===== config.mk =====
export PLATFORM = sky130hd
export DESIGN_NAME = pmsc_top
export DESIGN_NICKNAME = d
export VERILOG_FILES = /design/src/rtl/pmsc_pkg.sv /design/src/rtl/pmsc_top.sv /design/src/rtl/pmsc_once_bit.sv
export VERILOG_INCLUDE_DIRS = /design/src /design/src/rtl
export SDC_FILE = /design/constraint.sdc
export NUM_CORES = 1
export LEC_CHECK = 0
export ABC_CLOCK_PERIOD_IN_PS = 1900
export CAP_MARGIN = 20
export CORE_UTILIZATION = 60
export DETAILED_ROUTE_END_ITERATION = 10
export DONT_BUFFER_PORTS = 1
export PLACE_DENSITY = 0.86
export SLEW_MARGIN = 20
export SYNTH_ARGS = -nofsm -noshare
export SYNTH_HDL_FRONTEND = slang
export SYNTH_SLANG_ARGS = --single-unit

===== constraint.sdc =====
create_clock -name pclk -period 1.9 [get_ports pclk]
set_clock_uncertainty 0.1 [all_clocks]
set_input_delay 0.38 -clock pclk [delete_from_list [all_inputs] [get_ports pclk]]
set_output_delay 0.38 -clock pclk [all_outputs]
set_load 0.01 [all_outputs]

===== src/rtl/pmsc_params.svh =====
// constants for the power-management status and control block
// assumes an apb slave with 32-bit data, one register per aligned word
// Overview of operation
// - detect event sets flag while detection enabled
// - ack write one clears flag; reads zero
// - irq enable requests interrupt on flag
// - reset enable forces reset on flag set
// - stop enable keeps detection during stop
// - detect enable gates flag, reset, stop bits
// - write-once bits accept first write only
// - bit 0 enables bandgap reference buffer
// - registers keep contents on partial_powerdown_stop exit
// - regulator request blocked by powerdown select
// - wake-on-interrupt clears regulator request
// - standby status shows regulator in standby
// - wake bit selects interrupt leaves standby
// - recovered flag set after partial_powerdown_stop, ack clears
// - lockout enable gates powerdown select
// - select chooses stop mode; blocked by request
`ifndef PMSC_PARAMS_SVH
`define PMSC_PARAMS_SVH
`define PMSC_OFF_LVD     12'h000
`define PMSC_OFF_LPM     12'h004
`define PMSC_OFF_IRQ_ST  12'h008
`define PMSC_OFF_IRQ_EN  12'h00C
`define PMSC_OFF_IRQ_CLR 12'h010
`define PMSC_B_FLAG      7
`define PMSC_B_ACK       6
`define PMSC_B_IE        5
`define PMSC_B_RE        4
`define PMSC_B_SE        3
`define PMSC_B_EN        2
`define PMSC_B_BG        0
`define PMSC_B_LPR       7
`define PMSC_B_REGULATOR_STANDBY_STATUS      6
`define PMSC_B_WUI       5
`define PMSC_B_PDF       3
`define PMSC_B_PDACK     2
`define PMSC_B_PDE       1
`define PMSC_B_PDC       0
`define PMSC_EV_LVD      0
`define PMSC_EV_PDF      1
`define PMSC_EV_STBY     2
`define PMSC_NEV         3
`define PMSC_RESET_LEN   4'h4
`endif


===== src/rtl/pmsc_pkg.sv =====
// types shared by the power-management status and control block
// assumes pmsc_params.svh holds the numeric constants
package pmsc_pkg;
	typedef enum logic [1:0] {REG_RUN, REG_ENTER, REG_STANDBY} pmsc_reg_state_t;
endpackage


===== src/rtl/pmsc_top.sv =====
// power-management status and control: two 8-bit registers over apb
// assumes comparator, stop and interrupt inputs are synchronous to pclk
//
// The implementer's own choices: the placing of the registers and the APB interface to the registers.
`timescale 1ns/1ps
`default_nettype none
`include "pmsc_params.svh"
module pmsc_top
	import pmsc_pkg::*;
(
	input  wire logic        pclk,            // bus clock, 40 mhz
	input  wire logic        presetn,         // async reset, low
	input  wire logic        psel,            // apb select
	input  wire logic        penable,         // apb access phase
	input  wire logic        pwrite,          // apb direction
	input  wire logic [11:0] paddr,           // apb byte address
	input  wire logic [31:0] pwdata,          // apb write data
	output logic      [31:0] prdata,          // apb read data
	output logic             pready,          // apb ready
	output logic             pslverr,         // apb error, unmapped
	input  wire logic        lv_compare,      // comparator: supply below trip
	input  wire logic        in_stop,         // device is in stop mode
	input  wire logic        partial_powerdown_stop_recovered, // pulse on wake from partial_powerdown_stop
	input  wire logic        mcu_irq,         // any active interrupt
	input  wire logic        regulator_ready, // regulator reached standby
	output logic             lv_detect_irq,   // detect interrupt request
	output logic             lv_reset_req,    // force full reset
	output logic             bandgap_buffer_en, // bandgap buffer on
	output logic             lowpower_req_out,  // low-power mode request
	output logic             powerdown_sel_out, // 1 = partial_powerdown_stop, 0 = shallow_stop
	output logic             irq              // combined interrupt
);
	// bus decode
	logic        wr_stb;      // write taken this cycle
	logic        rd_stb;      // read taken this cycle
	logic        sel_lvd;     // first power register addressed
	logic        sel_lpm;     // second power register addressed
	logic        sel_ist;     // interrupt status addressed
	logic        sel_ien;     // interrupt enable addressed
	logic        sel_icl;     // interrupt clear addressed
	logic        mapped;      // any register addressed
	logic        acc_q;       // answer given this cycle

	// first register state
	logic        flag_q;      // low-voltage detect flag
	logic        ie_q;        // detect interrupt enable
	logic        se_q;        // detect stop enable
	logic        bg_q;        // bandgap buffer enable
	logic        re_w;        // reset enable, write-once
	logic        en_w;        // detect enable, write-once

	// second register state
	logic        lpr_q;       // low-power regulator request
	logic        wui_q;       // wake on interrupt
	logic        pdf_q;       // powerdown recovered flag
	logic        pdc_q;       // powerdown select
	logic        pde_w;       // powerdown lockout enable, write-once
	pmsc_reg_state_t rst_q;   // regulator standby tracking
	pmsc_reg_state_t rst_d;

	// interrupt block
	logic [`PMSC_NEV-1:0] ist_q; // sticky event status
	logic [`PMSC_NEV-1:0] ien_q; // event enables
	logic [`PMSC_NEV-1:0] ev;    // event pulses

	// reset pulse stretcher
	logic [3:0]  rcnt_q;      // remaining reset-request cycles

	// derived terms
	logic        detect_live; // detection active right now
	logic        detect_hit;  // qualified detect event
	logic        wr_lvd;      // write to first register
	logic        wr_lpm;      // write to second register
	logic        lvd_ack;     // acknowledge written
	logic        pd_ack;      // recovered-flag acknowledge written
	logic        lpr_wr_set;  // write tries to set request
	logic        pdc_wr_set;  // write tries to set select
	logic        wake_clear;  // interrupt clears the request
	logic        lpr_d;
	logic        pdc_d;
	logic        flag_d;
	logic        pdf_d;
	logic        standby;     // regulator currently in standby
	logic [7:0]  lvd_rd;      // first register read image
	logic [7:0]  lpm_rd;      // second register read image
	logic [31:0] rd_mux;      // selected read word

	// apb decode; one answer per access, given after one wait state
	assign wr_stb  = psel && penable && pwrite && !acc_q;
	assign rd_stb  = psel && penable && !pwrite && !acc_q;
	assign sel_lvd = (paddr == `PMSC_OFF_LVD);
	assign sel_lpm = (paddr == `PMSC_OFF_LPM);
	assign sel_ist = (paddr == `PMSC_OFF_IRQ_ST);
	assign sel_ien = (paddr == `PMSC_OFF_IRQ_EN);
	assign sel_icl = (paddr == `PMSC_OFF_IRQ_CLR);
	assign mapped  = sel_lvd | sel_lpm | sel_ist | sel_ien | sel_icl;
	assign wr_lvd  = wr_stb && sel_lvd;
	assign wr_lpm  = wr_stb && sel_lpm;

	// detection qualified by enable and stop-enable
	assign detect_live = en_w && (!in_stop || se_q);
	assign detect_hit  = detect_live && lv_compare;
	assign lvd_ack     = wr_lvd && pwdata[`PMSC_B_ACK];
	// set wins over acknowledge in the same cycle
	assign flag_d = detect_hit ? 1'b1 : (lvd_ack ? 1'b0 : flag_q);

	// regulator request and powerdown select interlock
	assign lpr_wr_set = wr_lpm && pwdata[`PMSC_B_LPR];
	assign pdc_wr_set = wr_lpm && pwdata[`PMSC_B_PDC];
	assign wake_clear = standby && mcu_irq && wui_q;
	// select settable only with lockout enabled and no request held
	assign pdc_d = wr_lpm ? (pwdata[`PMSC_B_PDC] && pde_w && (pdc_q || !lpr_q))
	                      : pdc_q;
	// request refused while select is set or being set
	assign lpr_d = wake_clear ? 1'b0
	             : wr_lpm ? (pwdata[`PMSC_B_LPR] && !pdc_q && !(pdc_wr_set && pdc_d))
	             : lpr_q;
	assign pd_ack = wr_lpm && pwdata[`PMSC_B_PDACK];
	assign pdf_d  = partial_powerdown_stop_recovered ? 1'b1 : (pd_ack ? 1'b0 : pdf_q);
	assign standby = (rst_q == REG_STANDBY);

	// read images; ack bits and reserved bits read zero
	assign lvd_rd = {flag_q, 1'b0, ie_q, re_w, se_q, en_w, 1'b0, bg_q};
	assign lpm_rd = {lpr_q, standby, wui_q, 1'b0, pdf_q, 1'b0, pde_w, pdc_q};
	assign rd_mux = sel_lvd ? {24'h000000, lvd_rd}
	              : sel_lpm ? {24'h000000, lpm_rd}
	              : sel_ist ? {29'h00000000, ist_q}
	              : sel_ien ? {29'h00000000, ien_q}
	              : 32'h00000000;                             // clear reg is write-only

	// event sources for the sticky status
	assign ev[`PMSC_EV_LVD]  = detect_hit && !flag_q;
	assign ev[`PMSC_EV_PDF]  = partial_powerdown_stop_recovered;
	assign ev[`PMSC_EV_STBY] = (rst_q == REG_ENTER) && regulator_ready;

	// regulator standby tracking: enter on request, leave on drop
	always_comb begin
		rst_d = rst_q;
		case (rst_q)
			REG_RUN:     if (lpr_q) rst_d = REG_ENTER;
			REG_ENTER: begin
				if (!lpr_q) rst_d = REG_RUN;
				else if (regulator_ready) rst_d = REG_STANDBY;
			end
			REG_STANDBY: if (!lpr_q) rst_d = REG_RUN;
			default:     rst_d = REG_RUN;
		endcase
	end

	// write-once bits, one instance per bit
	pmsc_once_bit u_re (
		.pclk    (pclk),
		.presetn (presetn),
		.wr      (wr_lvd),
		.wdata   (pwdata[`PMSC_B_RE]),
		.q       (re_w)
	);
	pmsc_once_bit u_en (
		.pclk    (pclk),
		.presetn (presetn),
		.wr      (wr_lvd),
		.wdata   (pwdata[`PMSC_B_EN]),
		.q       (en_w)
	);
	pmsc_once_bit u_pde (
		.pclk    (pclk),
		.presetn (presetn),
		.wr      (wr_lpm),
		.wdata   (pwdata[`PMSC_B_PDE]),
		.q       (pde_w)
	);

	// bus answer: ready one cycle after access phase starts
	always_ff @(posedge pclk or negedge presetn) begin
		if (!presetn) begin
			acc_q   <= 1'b0;
			pready  <= 1'b0;
			pslverr <= 1'b0;
			prdata  <= 32'h00000000;
		end else begin
			acc_q   <= psel && penable && !acc_q;
			pready  <= psel && penable && !acc_q;
			pslverr <= psel && penable && !acc_q && !mapped; // unmapped errors
			if (rd_stb) begin
				prdata <= rd_mux;
			end
		end
	end

	// first register; only a real reset clears it, partial_powerdown_stop exit does not
	always_ff @(posedge pclk or negedge presetn) begin
		if (!presetn) begin
			flag_q <= 1'b0;
			ie_q   <= 1'b0;
			se_q   <= 1'b0;
			bg_q   <= 1'b0;
		end else begin
			flag_q <= flag_d;
			if (wr_lvd) begin
				ie_q <= pwdata[`PMSC_B_IE];
				se_q <= pwdata[`PMSC_B_SE];
				bg_q <= pwdata[`PMSC_B_BG];
			end
		end
	end

	// second register and regulator state
	always_ff @(posedge pclk or negedge presetn) begin
		if (!presetn) begin
			lpr_q <= 1'b0;
			wui_q <= 1'b0;
			pdf_q <= 1'b0;
			pdc_q <= 1'b0;
			rst_q <= REG_RUN;
		end else begin
			lpr_q <= lpr_d;
			pdc_q <= pdc_d;
			pdf_q <= pdf_d;
			rst_q <= rst_d;
			if (wr_lpm) begin
				wui_q <= pwdata[`PMSC_B_WUI];
			end
		end
	end

	// sticky status; a new event beats a clear in the same cycle
	always_ff @(posedge pclk or negedge presetn) begin
		if (!presetn) begin
			ist_q <= '0;
			ien_q <= '0;
		end else begin
			ist_q <= (ist_q & ~((wr_stb && sel_icl) ? pwdata[`PMSC_NEV-1:0] : '0)) | ev;
			if (wr_stb && sel_ien) begin
				ien_q <= pwdata[`PMSC_NEV-1:0];
			end
		end
	end

	// outputs, all registered
	always_ff @(posedge pclk or negedge presetn) begin
		if (!presetn) begin
			lv_detect_irq     <= 1'b0;
			bandgap_buffer_en <= 1'b0;
			lowpower_req_out  <= 1'b0;
			powerdown_sel_out <= 1'b0;
			irq               <= 1'b0;
		end else begin
			lv_detect_irq     <= flag_d && ie_q;
			bandgap_buffer_en <= bg_q;
			lowpower_req_out  <= lpr_d;
			powerdown_sel_out <= pdc_d;
			irq               <= |(ist_q & ien_q);
		end
	end

	// reset request held a few cycles so the reset unit sees it
	always_ff @(posedge pclk or negedge presetn) begin
		if (!presetn) begin
			rcnt_q       <= 4'h0;
			lv_reset_req <= 1'b0;
		end else begin
			if (detect_hit && !flag_q && re_w) begin
				rcnt_q <= `PMSC_RESET_LEN;
			end else if (rcnt_q != 4'h0) begin
				rcnt_q <= rcnt_q - 4'h1;
			end
			lv_reset_req <= (detect_hit && !flag_q && re_w) || (rcnt_q > 4'h1);
		end
	end
endmodule
`default_nettype wire


===== src/rtl/pmsc_once_bit.sv =====
// write-once control bit: first write after reset sticks
// assumes writes arrive as a one-cycle strobe in the pclk domain
`timescale 1ns/1ps
`default_nettype none
module pmsc_once_bit (
	input  wire logic pclk,    // bus clock
	input  wire logic presetn, // async reset, low
	input  wire logic wr,      // write strobe for this bit
	input  wire logic wdata,   // value written
	output var  logic q        // stored value
);
	logic done_q; // set once the single allowed write is used

	// first write sets both value and lock; later ones ignored
	always_ff @(posedge pclk or negedge presetn) begin
		if (!presetn) begin
			q      <= 1'b0;
			done_q <= 1'b0;
		end else if (wr && !done_q) begin
			q      <= wdata;
			done_q <= 1'b1;
		end
	end
endmodule
`default_nettype wire


==> flow_summary.toml <==
[clock_network]
clk_pin_slew_ns = 0.11
cts_max_path_buffers = 2
root_buffer = "clkbuf_4"
cts.sinks = 40
cts_tree = "done"
cts_made_buffers = 5
cts_setup_buffers = 0
htreeDepth = 2
clock_latency_ns = 0.35

[floorplanning]
core-area_um2 = 3100
start_util_pct = 64.4
ioPinCount = 94
die_h_um = 59.7
dieArea_um2 = 3570
die_width_um = 59.7
fp-row-count = 20

[logic_synthesis]
yosysWarnings = 0
ys_ff_latch = 40
syn_avg_cell_area_um2 = 10.5
seq_area_frac_synth_pct = 50.1
syn_inst = 190
synthFlopType = "dfrtp_1"
synth_area_um2 = 2000
synth_edf_count = 0
synthArstFlopShare_pct = 100
synth_cell_type_count = 42

[outcome]
status = "finished, final reports clean"

[global_route]
grt_max_degree = 41
groute.usage.overall_pct = 23.8
grt_pass1_vias = 1328
antenna_found_initial = 0
grt_overflow = 0
grt_pass1_wl_um = 6020

[sta]
timing.final.ws_setup_ns = 0.153
worstMarginPinSlew_ns = 0.564
max_freq_ghz = 0.573
finalCriticalPeriod_ns = 1.75
finalCritPeriodShare_pct = 91.9
finalHoldViolations = 0
slew_violations = 0
fin_hold_ws_ns = 0.0291
rsz0062_at_grt = "no"
finalSetupViolCount = 0
slew_headroom_pct = 62.3

[worst_setup_path]
worstSetupStartpoint = "acc_q"
cp_cell_sequence = "or2_2 > or4b_4 > mux2_4"
cp-end-kind = "flop"
worstPathMaxFanout = 3
r2r-start = "acc_q"
start_kind = "flop"
max_stage_delay_ns = 0.53
crit_arrival_ns = 1.89
slowest_stage = "or4b_4"
required_ns = 2.04
r2r_slack_ns = 0.15
setup.worst_path.class = "reg -> reg"

[placed_design]
place_inst = 239
io_buffers = 0
gp_congestion = 0.899
place_ws_ns = -0.00752
place_hpwl_um = 3000

[pwr]
design_power_total_w = 0.00176
power.leakage_nw = 1.03
powerDensity_nw_per_um2 = 827
peakVddDrop_mv = 0.620

[layout]
final_cell_mix = "40 x dfrtp_1, 24 x conb_1, 18 x nand2_1"
num-fill-cells = 239
instances_no_fill = 248
diodes = 0
layout-drive-gt1-share_pct = 19.1
layout_commonest_cell = "dfrtp_1"
nets = 260
area_growth_pct = 6.57

[route]
drc_errors = 0
ant_nets = 0
vias = 1365
wl_met3_um = 301
first_iter_violations = 83
top_layer = "met4"
routed_wl_um = 3860
viasPerCell = 5.50
first_pass_iters = 4
wl_per_cell_um = 15.6
wl_met1_um = 1530
route.met2.wl_um = 1950

[flow_run]
cap_violations = 0

[hold_path]
holdCritPathClass = "in -> reg"
worstHoldStart = "pwdata[2]"
## synthesized netlist by cell type (3+ instances only)
| cell type | number | share of area, % |
|---|---|---|
| dfrtp_1 | 40 | 50 |
| clkbuf_1 | 4 | 0.75 |
| o21a_1 | 3 | 1.1 |
| mux2_2 | 8 | 4.5 |
| mux2_4 | 3 | 2.3 |
| nor2_1 | 16 | 3.0 |
| mux2i_1 | 5 | 2.5 |
| inv_1 | 7 | 1.3 |
| nor3_1 | 6 | 1.5 |
| nand2b_1 | 3 | 0.94 |
| o31ai_1 | 6 | 2.3 |
| nand2_1 | 18 | 3.4 |
| nand4_1 | 3 | 0.94 |
| buf_4 | 24 | 9.0 |
| o21ai_1 | 3 | 0.75 |
| o21ai_0 | 4 | 1.0 |
| or2_2 | 4 | 1.3 |
## stage by stage
step	utilization, %	setup TNS (ns)	instance area, um^2
2_1_floorplan	-	-0.0417	2090
3_3_place_gp	65.2	0	2020
3_5_place_dp	65.2	-0.00752	2020
4_1_cts	68.3	0	2120
5_1_grt	68.6	0	2130
6_report	68.6	0	2130
## power breakdown
group          switching, W  leakage (nW)  internal, W  total (W)
logic              0.000166         0.473     0.000130   0.000295
registers         0.0000691         0.519     0.000929   0.000998
clock network      0.000257        0.0374     0.000210   0.000467
## worst max-delay path: cells and delay by family, from the launching register on
| family | cells | cell delay, ns |
|---|---|---|
| multiplexers | 1 | 0.31 |
| flip-flops | 1 | 0.40 |
| AND/OR/NAND/NOR | 2 | 0.84 |
## flip-flops by register name, indices dropped and copies added, names as in the netlist, 2 cells and up
| name | flops |
|---|---|
| prdata | 8 |
| rcnt_q | 4 |
| ien_q | 3 |
| ist_q | 3 |
| rst_q | 2 |
## final timing paths
kind	endpoint	depth (start not counted)
max in group asynchronous	lv_reset_req	2
min reg2reg	bandgap_buffer_en	0
max reg2reg	ien_q[0]	3
min	pdf_q	1
max	ien_q[0]	3
min in group asynchronous	ien_q[1]	2
## layer usage
metal	GRT usage [%]	vias up
met1	27.2	661
met2	39.4	60
met3	8.66	8
met4	11.6	0
met5	0	-
li1	-	636
## final cells by class
type / instances / area [um^2] / share of cell area, %
clock buffer: 7 / 65.1 / 3.06
inverter: 7 / 26.3 / 1.23
multi-input combinational: 138 / 877 / 41.2
sequential: 40 / 1000 / 47.0
tap: 44 / 55.1 / 2.59
timing repair buffer: 12 / 105 / 4.94
## repair_timing
item | 4_1_cts | 5_1_grt
hold endpoints to repair | 40 | 0
endpoints found under the setup margin | 0 | 4
hold buffers | 2 | 0
resized for setup | 0 | 2
## logic make-up (layout without fill, tap and decap cells)
group	count (synthesis)	in the layout	share of synthesized area (%)
DFF	40	40	50.1
buffers and inverters	35	26	11.1
muxes	16	16	9.27
AOI/OAI and AO/OA	29	29	10.0
and+or+nand+nor	66	66	17.7
xor gates and xnor gates	1	1	0.438
adders and majority gates	2	2	1.25
other	1	24	0.188
Note: power is estimated with default switching activity, not from simulation.
